### src/logic/irlp_pkg.sv
// Shared constants and types for the IR activity power controller.
// Assumes a single 20 MHz system clock; all times are turned into cycles here.
package irlp_pkg;

  // System clock rate and derived per-unit cycle counts.
  localparam int unsigned CLK_HZ        = 20_000_000;
  localparam int unsigned CYC_PER_MS    = CLK_HZ / 1000;
  localparam int unsigned CYC_PER_US    = CLK_HZ / 1_000_000;

  // Inactivity window before low power, in milliseconds and in cycles.
  localparam int unsigned INACT_MS      = 10000;
  localparam int unsigned INACT_CYCLES  = INACT_MS * CYC_PER_MS;

  // Fixed IR signalling rate and the cycles in one bit time.
  localparam int unsigned BAUD_RATE     = 9600;
  localparam int unsigned BAUD_CYCLES   = CLK_HZ / BAUD_RATE;

  // Fixed answer delay after a link-open frame, in microseconds and cycles.
  localparam int unsigned RESP_US       = 100;
  localparam int unsigned RESP_CYCLES   = RESP_US * CYC_PER_US;

  // Delivery stall that drops the link, in milliseconds and cycles.
  localparam int unsigned LINK_TO_MS    = 3000;
  localparam int unsigned LINK_TO_CYCLES = LINK_TO_MS * CYC_PER_MS;

  // Cycles spent initialising after reset before the disconnect state.
  localparam int unsigned INIT_CYCLES   = 16;

  // Frame and buffer sizing.
  localparam int unsigned PAYLOAD_MAX   = 64;
  localparam int unsigned CTRL_OVERHEAD = 4;
  localparam int unsigned DATA_MAX      = PAYLOAD_MAX - CTRL_OVERHEAD;
  localparam int unsigned PROTO_BYTES   = 8;
  localparam int unsigned CTS_LEVEL     = 59;

  // Widths of the timer and length fields.
  localparam int unsigned TMR_W         = 28;
  localparam int unsigned LEN_W         = 7;

  // Reset values of the pin-facing outputs.
  localparam logic        HACT_OE_N_RST = 1'b1;
  localparam logic        OSC_RUN_RST   = 1'b1;

  // Protocol handler power states.
  typedef enum logic [1:0] {
    ST_INIT,
    ST_DISCONNECT,
    ST_LINKED,
    ST_LOW_POWER
  } irlp_state_t;

  // Description of one outgoing frame.
  typedef struct packed {
    logic [LEN_W-1:0] data_len;
    logic [LEN_W-1:0] payload_len;
    logic [LEN_W-1:0] wire_len;
  } irlp_tx_frame_t;

  // Description of one incoming frame as seen by the host side.
  typedef struct packed {
    logic [LEN_W-1:0] data_len;
    logic [LEN_W-1:0] wire_len;
  } irlp_rx_frame_t;

endpackage

### src/logic/irlp_timer.sv
// Reloadable down-counting timer with a one-cycle done pulse.
// Assumes start, stop and load come from logic on the same clock.
`timescale 1ns/1ns
module irlp_timer #(
  parameter int unsigned W = 28
) (
  // Clock, reset and enable.
  input  wire logic         sys_clk_i,
  input  wire logic         sys_rst_i,
  input  wire logic         clk_en_i,
  // Control.
  input  wire logic         start_i,
  input  wire logic         stop_i,
  input  wire logic [W-1:0] load_i,
  // Status.
  output logic              busy_o,
  output logic              done_o
);

  logic [W-1:0] count;

  // A start reloads even while running, so a restart never needs a stop first.
  always_ff @(posedge sys_clk_i) begin
    if (sys_rst_i) begin
      count  <= '0;
      busy_o <= 1'b0;
      done_o <= 1'b0;
    end else if (clk_en_i) begin
      done_o <= 1'b0;
      if (start_i) begin
        count  <= load_i;
        busy_o <= 1'b1;
      end else if (stop_i) begin
        busy_o <= 1'b0;
      end else if (busy_o) begin
        if (count <= W'(1)) begin
          busy_o <= 1'b0;
          done_o <= 1'b1;
        end else begin
          count <= count - W'(1);
        end
      end
    end
  end

endmodule

### src/logic/irlp_power_ctrl.sv
// Activity-driven power controller and frame sizing for an IR secondary device.
// Assumes the protocol handler signals link events as one-cycle pulses on sys_clk_i,
// and that detector, reference, handler line and host RTS are asynchronous pins.
//
// Operation
// [RULE_01] Link closure returns the handler to the disconnect state.
// [RULE_02] Ten seconds without IR activity in disconnect enters low power.
// [RULE_03] Low power stops the oscillator and pulls handler-active low.
// [RULE_04] A detector crossing its reference wakes the device from low power.
// [RULE_05] Reset leaves low power; ten idle seconds after init return there.
// [RULE_06] Handler-active is high while working or waiting, low in low power.
// [RULE_07] Handler-active is open collector: only pulled low, pull-up gives high.
// [RULE_08] IR rate is fixed at 9600 baud, never negotiated.
// [RULE_09] A 64-byte payload has 4 overhead bytes, so at most 60 data bytes.
// [RULE_10] Every packet carries 8 extra serial-emulation protocol bytes.
// [RULE_11] Host receive buffer holds 60 bytes; CTS rises after byte 59.
// [RULE_12] The answer to a link-open frame follows a fixed internal delay.
// [RULE_13] Outgoing data frames are filled with as many bytes as allowed.
// [RULE_14] Host must hold RTS low for delivery, else the link times out.
// [RULE_15] IR activity in disconnect restarts the ten-second inactivity timer.
`timescale 1ns/1ns
module irlp_power_ctrl #(
  parameter int unsigned INACT_CYC   = irlp_pkg::INACT_CYCLES,
  parameter int unsigned LINK_TO_CYC = irlp_pkg::LINK_TO_CYCLES
) (
  // Clock, reset and enable.
  input  wire logic                     sys_clk_i,
  input  wire logic                     sys_rst_i,
  input  wire logic                     clk_en_i,
  // Detector pins.
  input  wire logic                     ir_detect_in_i,
  input  wire logic                     ir_detect_ref_i,
  // Handler-active open-collector pin.
  input  wire logic                     handler_active_in_i,
  output logic                          handler_active_out_o,
  output logic                          handler_active_oe_n_o,
  output logic                          handler_line_o,
  // Protocol handler events.
  input  wire logic                     link_open_i,
  input  wire logic                     link_closed_i,
  output logic                          resp_send_o,
  output logic                          link_drop_o,
  output logic                          osc_run_o,
  output logic                          low_power_o,
  // Host UART receive side and outgoing frames.
  input  wire logic                     uart_rx_byte_i,
  input  wire logic                     tx_slot_i,
  output logic                          cts_o,
  output logic                          uart_overrun_o,
  output logic                          tx_frame_valid_o,
  output irlp_pkg::irlp_tx_frame_t      tx_frame_o,
  // Incoming frames and delivery to the host.
  input  wire logic                     rx_frame_i,
  input  wire logic [irlp_pkg::LEN_W-1:0] rx_payload_len_i,
  input  wire logic                     host_rts_n_i,
  output logic                          rx_byte_o,
  output irlp_pkg::irlp_rx_frame_t      rx_frame_o,
  output logic                          baud_tick_o
);

  localparam int unsigned TW = irlp_pkg::TMR_W;
  localparam int unsigned LW = irlp_pkg::LEN_W;
  localparam int unsigned BW = 12;

  irlp_pkg::irlp_state_t state;
  irlp_pkg::irlp_state_t next_state;

  logic [1:0]    det_sync;
  logic [1:0]    ref_sync;
  logic [1:0]    line_sync;
  logic [1:0]    rts_sync;
  logic          above;
  logic          above_q;
  logic          activity;
  logic [4:0]    init_cnt;
  logic          init_done;
  logic          inact_start;
  logic          inact_done;
  logic          resp_done;
  logic          to_cond;
  logic          to_busy;
  logic          to_done;
  logic [BW-1:0] baud_cnt;
  logic          baud_tick;
  logic [LW-1:0] host_fill;
  logic [LW-1:0] rx_left;
  logic          take;
  logic          rx_take;

  // Every asynchronous pin crosses two flops; only the second one is read.
  always_ff @(posedge sys_clk_i) begin
    if (sys_rst_i) begin
      det_sync  <= 2'h0;
      ref_sync  <= 2'h0;
      line_sync <= 2'h0;
      rts_sync  <= 2'h3;
    end else if (clk_en_i) begin
      det_sync  <= {det_sync[0], ir_detect_in_i};
      ref_sync  <= {ref_sync[0], ir_detect_ref_i};
      line_sync <= {line_sync[0], handler_active_in_i};
      rts_sync  <= {rts_sync[0], host_rts_n_i};
    end
  end

  // Activity is any change of the detector-above-reference comparison.
  assign above    = det_sync[1] & ~ref_sync[1];
  assign activity = above ^ above_q;

  always_ff @(posedge sys_clk_i) begin
    if (sys_rst_i) begin
      above_q <= 1'b0;
    end else if (clk_en_i) begin
      above_q <= above;
    end
  end

  // Short initialisation after reset before the idle watch begins.
  always_ff @(posedge sys_clk_i) begin
    if (sys_rst_i) begin
      init_cnt <= 5'h00;
    end else if (clk_en_i && state == irlp_pkg::ST_INIT && !init_done) begin
      init_cnt <= init_cnt + 5'h01;
    end
  end

  assign init_done = (init_cnt >= 5'(irlp_pkg::INIT_CYCLES - 1));

  // Next power state; closure and timeout both fall back to disconnect.
  always_comb begin
    next_state = state;
    unique case (state)
      irlp_pkg::ST_INIT: begin
        if (init_done) begin
          next_state = irlp_pkg::ST_DISCONNECT;
        end
      end
      irlp_pkg::ST_DISCONNECT: begin
        if (link_open_i) begin
          next_state = irlp_pkg::ST_LINKED;
        end else if (inact_done && !activity) begin
          next_state = irlp_pkg::ST_LOW_POWER; // see [RULE_02]
        end
      end
      irlp_pkg::ST_LINKED: begin
        if (link_closed_i || to_done) begin
          next_state = irlp_pkg::ST_DISCONNECT; // see [RULE_01] see [RULE_14]
        end
      end
      irlp_pkg::ST_LOW_POWER: begin
        if (activity) begin
          next_state = irlp_pkg::ST_DISCONNECT; // see [RULE_04]
        end
      end
    endcase
  end

  // Reset always lands in init, which is how reset leaves low power.
  always_ff @(posedge sys_clk_i) begin
    if (sys_rst_i) begin
      state <= irlp_pkg::ST_INIT; // see [RULE_05]
    end else if (clk_en_i) begin
      state <= next_state;
    end
  end

  // The idle timer restarts on entry to disconnect and on every activity edge while the state stays in disconnect.
  assign inact_start = (next_state == irlp_pkg::ST_DISCONNECT) &&
                       (state != irlp_pkg::ST_DISCONNECT || activity); // see [RULE_15]

  irlp_timer #(
    .W (TW)
  ) u_inact (
    .sys_clk_i (sys_clk_i),
    .sys_rst_i (sys_rst_i),
    .clk_en_i  (clk_en_i),
    .start_i   (inact_start),
    .stop_i    (next_state != irlp_pkg::ST_DISCONNECT),
    .load_i    (TW'(INACT_CYC)), // see [RULE_05]
    .busy_o    (),
    .done_o    (inact_done)
  );

  // The answer delay is a fixed constant; the host has no say in it.
  irlp_timer #(
    .W (TW)
  ) u_resp (
    .sys_clk_i (sys_clk_i),
    .sys_rst_i (sys_rst_i),
    .clk_en_i  (clk_en_i),
    .start_i   (state == irlp_pkg::ST_DISCONNECT && link_open_i),
    .stop_i    (next_state != irlp_pkg::ST_LINKED),
    .load_i    (TW'(irlp_pkg::RESP_CYCLES)), // see [RULE_12]
    .busy_o    (),
    .done_o    (resp_done)
  );

  // Data waiting while the host holds RTS high runs the link timeout.
  assign to_cond = (state == irlp_pkg::ST_LINKED) && (rx_left != '0) && rts_sync[1];

  irlp_timer #(
    .W (TW)
  ) u_link_to (
    .sys_clk_i (sys_clk_i),
    .sys_rst_i (sys_rst_i),
    .clk_en_i  (clk_en_i),
    .start_i   (to_cond && !to_busy && !to_done),
    .stop_i    (!to_cond),
    .load_i    (TW'(LINK_TO_CYC)), // see [RULE_14]
    .busy_o    (to_busy),
    .done_o    (to_done)
  );

  // Power pins; the oscillator request drops and the pin is pulled only in low power.
  always_ff @(posedge sys_clk_i) begin
    if (sys_rst_i) begin
      osc_run_o             <= irlp_pkg::OSC_RUN_RST;
      handler_active_oe_n_o <= irlp_pkg::HACT_OE_N_RST;
      handler_active_out_o  <= 1'b0;
      low_power_o           <= 1'b0;
      handler_line_o        <= 1'b0;
    end else if (clk_en_i) begin
      osc_run_o             <= (next_state != irlp_pkg::ST_LOW_POWER); // see [RULE_03]
      handler_active_oe_n_o <= (next_state != irlp_pkg::ST_LOW_POWER); // see [RULE_06]
      handler_active_out_o  <= 1'b0; // see [RULE_07]
      low_power_o           <= (next_state == irlp_pkg::ST_LOW_POWER);
      handler_line_o        <= line_sync[1];
    end
  end

  // Event pulses toward the protocol handler.
  always_ff @(posedge sys_clk_i) begin
    if (sys_rst_i) begin
      resp_send_o <= 1'b0;
      link_drop_o <= 1'b0;
    end else if (clk_en_i) begin
      resp_send_o <= resp_done;
      link_drop_o <= to_done && state == irlp_pkg::ST_LINKED;
    end
  end

  // Fixed bit-time tick; there is no rate register to change it.
  always_ff @(posedge sys_clk_i) begin
    if (sys_rst_i) begin
      baud_cnt    <= '0;
      baud_tick_o <= 1'b0;
    end else if (clk_en_i) begin
      baud_tick_o <= baud_tick;
      if (baud_tick) begin
        baud_cnt <= '0;
      end else begin
        baud_cnt <= baud_cnt + BW'(1); // see [RULE_08]
      end
    end
  end

  assign baud_tick = (baud_cnt == BW'(irlp_pkg::BAUD_CYCLES - 1));

  // Host buffer fill; a frame takes everything queued, which is at most 60.
  assign take = tx_slot_i && (state == irlp_pkg::ST_LINKED) && (host_fill != '0);

  always_ff @(posedge sys_clk_i) begin
    if (sys_rst_i) begin
      host_fill      <= '0;
      cts_o          <= 1'b0;
      uart_overrun_o <= 1'b0;
    end else if (clk_en_i) begin
      uart_overrun_o <= 1'b0;
      if (take) begin
        host_fill <= LW'(uart_rx_byte_i);
        cts_o     <= 1'b0;
      end else if (uart_rx_byte_i) begin
        if (host_fill < LW'(irlp_pkg::DATA_MAX)) begin
          host_fill <= host_fill + LW'(1);
        end else begin
          uart_overrun_o <= 1'b1;
        end
        cts_o <= (host_fill >= LW'(irlp_pkg::CTS_LEVEL - 1)); // see [RULE_11]
      end
    end
  end

  // Outgoing frame: data, payload with control bytes, and total with protocol bytes.
  always_ff @(posedge sys_clk_i) begin
    if (sys_rst_i) begin
      tx_frame_valid_o <= 1'b0;
      tx_frame_o       <= '0;
    end else if (clk_en_i) begin
      tx_frame_valid_o <= take;
      if (take) begin
        tx_frame_o.data_len    <= host_fill; // see [RULE_13]
        tx_frame_o.payload_len <= host_fill + LW'(irlp_pkg::CTRL_OVERHEAD); // see [RULE_09]
        tx_frame_o.wire_len    <= host_fill + LW'(irlp_pkg::PROTO_BYTES); // see [RULE_10]
      end
    end
  end

  // Incoming frames hand their data bytes to the host one per bit time.
  assign rx_take = rx_frame_i && (state == irlp_pkg::ST_LINKED) && (rx_left == '0);

  always_ff @(posedge sys_clk_i) begin
    if (sys_rst_i) begin
      rx_left    <= '0;
      rx_byte_o  <= 1'b0;
      rx_frame_o <= '0;
    end else if (clk_en_i) begin
      rx_byte_o <= 1'b0;
      if (next_state != irlp_pkg::ST_LINKED) begin
        rx_left <= '0;
      end else if (rx_take) begin
        if (rx_payload_len_i <= LW'(irlp_pkg::CTRL_OVERHEAD)) begin
          rx_left <= '0;
        end else if (rx_payload_len_i >= LW'(irlp_pkg::PAYLOAD_MAX)) begin
          rx_left <= LW'(irlp_pkg::DATA_MAX); // see [RULE_09]
        end else begin
          rx_left <= rx_payload_len_i - LW'(irlp_pkg::CTRL_OVERHEAD);
        end
        rx_frame_o.wire_len <= rx_payload_len_i + LW'(irlp_pkg::PROTO_BYTES - 4); // see [RULE_10]
      end else if (baud_tick && !rts_sync[1] && rx_left != '0) begin
        rx_left   <= rx_left - LW'(1); // see [RULE_14]
        rx_byte_o <= 1'b1;
      end
      if (rx_take) begin
        rx_frame_o.data_len <= (rx_payload_len_i >= LW'(irlp_pkg::PAYLOAD_MAX)) ?
                               LW'(irlp_pkg::DATA_MAX) :
                               (rx_payload_len_i > LW'(irlp_pkg::CTRL_OVERHEAD)) ?
                               rx_payload_len_i - LW'(irlp_pkg::CTRL_OVERHEAD) : '0;
      end
    end
  end

endmodule

### config.mk
export PLATFORM = sky130hd
export DESIGN_NAME = irlp_power_ctrl
export DESIGN_NICKNAME = d
export VERILOG_FILES = /design/src/logic/irlp_pkg.sv /design/src/logic/irlp_timer.sv /design/src/logic/irlp_power_ctrl.sv
export SDC_FILE = /design/constraint.sdc
export NUM_CORES = 1
export LEC_CHECK = 0
export BUFFER_PORTS_ARGS = -buffer_cell sky130_fd_sc_hd__buf_4
export CAP_MARGIN = 30
export CORE_AREA = 2 2 116 129
export DETAILED_ROUTE_END_ITERATION = 6
export DIE_AREA = 0 0 118 131
export PLACE_DENSITY = 0.78
export RECOVER_POWER = 100
export SYNTH_ARGS = -nofsm -noshare
export SYNTH_HDL_FRONTEND = slang
export SYNTH_SLANG_ARGS = --single-unit
### constraint.sdc
create_clock -name sys_clk_i -period 3.2 [get_ports sys_clk_i]
set_input_delay 0 -clock sys_clk_i [delete_from_list [all_inputs] [get_ports sys_clk_i]]
set_output_delay 0 -clock sys_clk_i [all_outputs]
set_load 0.005 [all_outputs]
# Word level (Yosys, flattened, before mapping)
# Cells that the tools add are included.
op_classes:
  n_shift: 0
  div: 0
  muxes: 61
  n_reduce_logical: 43
  bitwise: 4
  n_eq_ne: 15
  multipliers: 0
  add_sub_neg: 11
  n_lt_le_gt_ge: 9
op_table:
  columns: ["cell", "n"]
  rows:
  - ["28-bit 2-to-1 mux", 12]
  - ["28-bit by 1-bit less-or-equal comparator with 1-bit output, second input constant", 3]
  - ["28-bit by 1-bit subtractor with 28-bit output, second input constant", 3]
  - ["7-bit 2-to-1 mux", 10]
  - ["1-bit 2-to-1 mux", 32]
  - ["1-bit logical AND", 16]
  - ["7-bit by 3-bit adder with 7-bit output, second input constant", 2]
  - ["7-bit nonzero test", 2]
  - ["12-bit by 1-bit adder with 12-bit output, second input constant", 1]
  - ["12-bit == test, second input constant", 1]
  - ["12-bit 2-to-1 mux", 1]
  - ["4-bit AND reduction", 3]
  - ["2-bit nonzero test", 6]
  - ["2-bit 2-to-1 mux", 5]
  - ["2-bit by 1-bit inequality test with 1-bit output, second input constant", 5]
  - ["2-bit inequality test, second input constant", 4]
  - ["2-bit one-hot mux with 4 select lines", 1]
  - ["2-bit AND reduction", 4]
  - ["7-bit by 1-bit adder with 7-bit output, second input constant", 1]
  - ["7-bit by 4-bit adder with 7-bit output, second input constant", 1]
  - ["7-bit by 6-bit >= comparator with 1-bit output, second input constant", 1]
  - ["7-bit >= comparator, second input constant", 1]
  - ["7-bit by 3-bit greater-than comparator with 1-bit output, second input constant", 1]
  - ["7-bit by 3-bit less-or-equal comparator with 1-bit output, second input constant", 1]
  - ["other kinds (16)", 26]
totals:
  register_bits: 177
  word_cells: 177
  out_inout_bits: 47
  romBits: 0
  mem_bits_rw: 0
  latchBits: 0
  memories: 0

# Longest topological paths before layout
depth:
  depth_word: 12
  ltp_mapped: 12
  ltp_nobuf: 9

# Cells and area by module
# A second synthesis with hierarchy kept.
unflattened:
  hier_cells: 1245
  hier_area_um2: 9980.8
modules_own_cells:
  columns: ["module", "area_each_um2", "n_inst", "cells_each"]
  rows:
  - ["irlp_timer", 1994.4, 3, 265]
  - ["irlp_power_ctrl", 3997.6, 1, 450]

# Least setup slack after synthesis
# Ideal clock, no wire load.
synth_path:
  path_type: "register to register"
  start: "register rx_left[0]"
  end: "register u_link_to.count[19]"
  slack_ps: 736
  setup_ps: 128
  stages_incl_launch_ff: 12
  n_path_buf: 3
  t_arrival_ps: 2337
  cell_sequence: "dfxtp_1 > inv_1 > ha_1 > or3b_2 > clkbuf_1 > o2111a_1 > and2_1 > clkbuf_1 > clkbuf_1 > o211ai_1 > xor2_1 > nor2_1"
synth_between:
  elab_chain_cells: 7
  elab_cells_between_ends: 10
  classes_between: "eq/ne: 1; mux: 1; reduce/logical: 8"
synth_lines:
  columns: ["element", "line", "rtl"]
  rows:
  - ["start, declared", "irlp_power_ctrl.sv:86", "logic [LW-1:0] rx_left;"]
  - ["start signal, assigned", "irlp_power_ctrl.sv:313", "rx_left <= LW'(irlp_pkg::DATA_MAX);"]
  - ["start signal, assigned", "irlp_power_ctrl.sv:315", "rx_left <= rx_payload_len_i - LW'(irlp_pkg::CTRL_OVERHEAD);"]
  - ["start signal, assigned", "irlp_power_ctrl.sv:319", "rx_left <= rx_left - LW'(1);"]
  - ["7-bit nonzero test *", "irlp_power_ctrl.sv:198", "assign to_cond = (state == irlp_pkg::ST_LINKED) && (rx_left != '0) && rts_sync[1];"]
  - ["1-bit logical AND * (2 in series)", "irlp_power_ctrl.sv:198", null]
  - ["1-bit logical AND (2 in series)", "irlp_power_ctrl.sv:206", ".start_i (to_cond && !to_busy && !to_done),"]
  - ["2-bit by 1-bit inequality test with 1-bit output (no source line) / 2-bit nonzero test (equally long branches)", null, null]
  - ["4-bit AND reduction (no source line)", null, null]
  - ["end signal, assigned", "irlp_timer.sv:31", "count <= load_i;"]
  - ["end signal, assigned", "irlp_timer.sv:40", "count <= count - W'(1);"]
  - ["end, declared", "irlp_timer.sv:20", "logic [W-1:0] count;"]
# Mark *: on every way between the ends. The rest lies on a longest branch, timed or not.
# A chain may end at the register's enable or synchronous reset.

# Worst setup path after layout
layout_path:
  start: "register u_link_to.count[20]"
  end: "register u_link_to.count[18]"
layout_between:
  elab_chain_cells: 3
layout_lines:
  columns: ["element", "line", "rtl"]
  rows:
  - ["28-bit by 1-bit less-or-equal comparator with 1-bit output", "irlp_timer.sv:36", "if (count <= W'(1)) begin"]
  - ["2-bit by 1-bit inequality test with 1-bit output (no source line)", null, null]
  - ["4-bit AND reduction (no source line)", null, null]
# Every way passes these cells.

==> impl_metrics.env <==
export IMPL_path_cells="or4_1 -> or4_1 -> o31a_1 -> clkbuf_1 -> o2111ai_1 -> xor2_1 -> nor2_1"
export IMPL_rr_worst_depth=7
export IMPL_finalSetupTns_ns=0
export IMPL_yosysSeqAreaShare=0.415
export IMPL_drv_slew=0
export IMPL_vdd_drop_max_v=0.000384
export IMPL_p_leak_nw=3.71
export IMPL_htreeDepth=4
export IMPL_overflow=0
export IMPL_finalHoldViolCount=0
export IMPL_cts_sinks=172
export IMPL_clk_latency_ns=0.43
export IMPL_synth_xor_area_share=0.0781
export IMPL_synth_fa_ha_area_frac=0.0286
export IMPL_powerDensity_mw_per_mm2=527
export IMPL_hold_depth=4
export IMPL_die_y_um=131
export IMPL_placed_cells=1210
export IMPL_crit_arrival_ns=3.23
export IMPL_holdPathEnd="tx_frame_o[19]"
export IMPL_slew_limit_headroom=0.0749
export IMPL_synth_cell_types=64
export IMPL_async_flop_share=0
export IMPL_layout_nets=1088
export IMPL_rsz0062_at_grt="false"
export IMPL_synth_compound_area_share=0.158
export IMPL_status="finished clean"
export IMPL_antenna_found_initial=0
export IMPL_syn_inst=991
export IMPL_critPathSlowestCell="or4_1"
export IMPL_ys_flop_type="dfxtp_1"
export IMPL_via_count=7283
export IMPL_dieArea_mm2=0.0155
export IMPL_grt_pass1_vias=6627
export IMPL_antenna_left=0
export IMPL_cp_common_cell="or4_1"
export IMPL_port_buffers=64
export IMPL_timing_final_crit_share=0.909
export IMPL_design_area_mm2=0.00964
export IMPL_synth_top_family_by_area="simple AND/OR/NAND/NOR gates"
export IMPL_grt_max_degree=69
export IMPL_synthSimpleGateAreaFrac=0.253
export IMPL_track_usage=0.244
export IMPL_critical_path_startpoint_type="register"
export IMPL_tritoncts_num_buffers=17
export IMPL_synth_nets=1029
export IMPL_synthTopCellsByCount="172 x dfxtp_1, 155 x nor2_1, 73 x a21oi_1, 62 x nand2_1, 57 x xor2_1"
export IMPL_cts_tree="built"
export IMPL_timing_hold_ws_ns=0.0282
export IMPL_synth_top_cell_area_share=0.415
export IMPL_fin_ws_ns=0.290
export IMPL_rr_startpoint="u_link_to.count[20]"
export IMPL_reg2reg_to="u_link_to.count[18]"
export IMPL_rrSetupSlack_ns=0.29
export IMPL_wl_um=19000
export IMPL_cap_violations=0
export IMPL_hold_path_class="input port to register"
export IMPL_globalplace_congestion=0.857
export IMPL_clock_path_buffers=2
export IMPL_routed_via_density=5.80
export IMPL_die_w_um=118
export IMPL_path_max_fanout=16
export IMPL_drive_gt1_frac=0.108
export IMPL_core_mm2=0.0142
export IMPL_synthMuxAreaShare=0.0241
export IMPL_start_util=0.584
export IMPL_cp_slowest_stage_delay_ns=0.65
export IMPL_fin_cells=1255
export IMPL_synth_edf_count=0
export IMPL_setup_viol=0
export IMPL_crit_type="register to register"
export IMPL_min_from="tx_slot_i"
export IMPL_drcViolationCount=0
export IMPL_skew_ns=0.00699
export IMPL_critPathBufInv=1
export IMPL_tightest_slew_ns=1.39
export IMPL_syn_cell_area_mm2=0.00830
export IMPL_synth_top_area_cell="dfxtp_1"
export IMPL_avgSynthCellArea_um2=8.37
export IMPL_drtIter0Drc=488
export IMPL_synth_area_leaders="dfxtp_1 41%, nor2_1 7.0%, xor2_1 6.0%"
export IMPL_ys_warn_count=0
export IMPL_grt_pass1_wl_um=30900
export IMPL_dr_pass1_iters=5
export IMPL_rows=46
export IMPL_required_ns=3.52
export IMPL_max_freq_mhz=344
export IMPL_clock_root_buffer="clkbuf_16"
export IMPL_nFillCells=1178
export IMPL_crit_path_end_kind="register"
export IMPL_syn_to_final_growth_pct=16.1
export IMPL_min_period_ns=2.91
export IMPL_dp_hpwl_um=12700
export IMPL_clk_pin_slew_ns=0.07
export IMPL_critical_path_top_delay_family="simple AND/OR/NAND/NOR gates"
export IMPL_synth_most_common_cell="dfxtp_1"
export IMPL_synth_seq_cells=172
export IMPL_placed_area_mm2=0.00891
export IMPL_diodes=0
export IMPL_pre_cts_ws_ns=0.323
export IMPL_wire_per_inst_um=15.2
export IMPL_ios=66
## through the flow
| stage | total power, mW | util |
|---|---|---|
| after global placement | 2.78 | 0.627 |
| final | 5.08 | 0.678 |
| after detailed placement | 2.78 | 0.627 |
| after global routing | 5.26 | 0.678 |
| after CTS | 5.10 | 0.683 |
| after floorplan | 2.65 | - |
## layout make-up
| type | instances | area, µm² | share of cell area |
|---|---|---|---|
| Clock inverter | 13 | 211 | 0.0219 |
| Multi-Input combinational cell | 735 | 4470 | 0.464 |
| Sequential cell | 172 | 3440 | 0.357 |
| Inverter | 28 | 105 | 0.0109 |
| Clock buffer | 19 | 453 | 0.0470 |
| Tap cell | 192 | 240 | 0.0249 |
| Timing Repair Buffer | 96 | 717 | 0.0744 |
## repair_timing
| item | 4_1_cts | 5_1_grt |
|---|---|---|
| resized for setup | 0 | 0 |
| endpoints found under the hold margin | 22 | 0 |
| buffers inserted | 0 | 0 |
| hold buffers | 13 | 0 |
## how the worst max path moves through the flow
stage,from,to,slack [ns],cells after the start
5_1_grt,state[1],u_resp.count[20],0.07,6
2_1_floorplan,rx_left[0],u_link_to.count[19],0.74,11
6_report,u_link_to.count[20],u_link_to.count[18],0.29,7
3_3_place_gp,state[0],u_resp.count[20],0.44,6
4_1_cts,state[1],u_resp.count[20],0.26,6
3_5_place_dp,state[1],u_resp.count[20],0.32,6
## worst min-delay path, cell delays in order
cell	delay, ns
buf_4	0.09
o21ai_1	0.10
o21ai_0	0.16
a21oi_1	0.06
## cell usage in the layout (no fill, tap or decap), types with 11 or more instances in the layout
| cell type | Yosys | routed |
|---|---|---|
| xor2_1 | 57 | 57 |
| nor3_1 | 25 | 26 |
| clkbuf_16 | 0 | 17 |
| nand4_1 | 17 | 17 |
| nand3_1 | 32 | 32 |
| dlygate4sd3_1 | 0 | 13 |
| clkbuf_4 | 0 | 43 |
| mux2i_1 | 20 | 20 |
| o31ai_1 | 11 | 11 |
| nor4_1 | 21 | 21 |
| o211ai_1 | 12 | 15 |
| a211oi_1 | 12 | 12 |
| o21ai_0 | 31 | 37 |
| dfxtp_1 | 172 | 172 |
| or3_1 | 29 | 29 |
| a31oi_1 | 14 | 14 |
| nand2_1 | 62 | 62 |
| ha_1 | 19 | 19 |
| nor2_1 | 155 | 155 |
| buf_4 | 7 | 30 |
| xnor2_1 | 17 | 17 |
| a21oi_1 | 73 | 73 |
| inv_1 | 27 | 27 |
| or4_1 | 24 | 25 |
## cells by family (layout without fill, tap and decap cells)
logic type      count (synthesis)  count (layout)
mux                            20              20
simple gates                  415             415
fa+ha+maj                      19              19
xor+xnor                       74              74
compound gates                206             206
other cells                     1               1
buf+inv                        84             156
flops                         172             172
## registers in the layout (all words and copies together), names as in the netlist, 2 cells and up
| name | count |
|---|---|
| line_sync | 2 |
| rts_sync | 2 |
| host_fill | 7 |
| baud_cnt | 12 |
| u_link_to.count | 28 |
| u_inact.count | 28 |
| rx_left | 7 |
| state | 2 |
| tx_frame_o | 16 |
| init_cnt | 5 |
| u_resp.count | 28 |
| ref_sync | 2 |
| det_sync | 2 |
| rx_frame_o | 14 |
## power breakdown
group          internal, mW  switching [mW]  leakage [nW]
logic                 0.194           0.307          2.00
clock network          1.43           0.894         0.313
registers              2.19          0.0576          1.39
total                  3.82            1.26          3.71
## routing by layer
metal | track usage | vias up | wire (µm)
met5 | 0 | - | 0
met4 | 0.0999 | 0 | 322
met3 | 0.0421 | 29 | 560
met2 | 0.421 | 134 | 9420
met1 | 0.306 | 3447 | 8730
li1 | - | 3673 | -
Note: power is estimated with default switching activity, not from simulation.
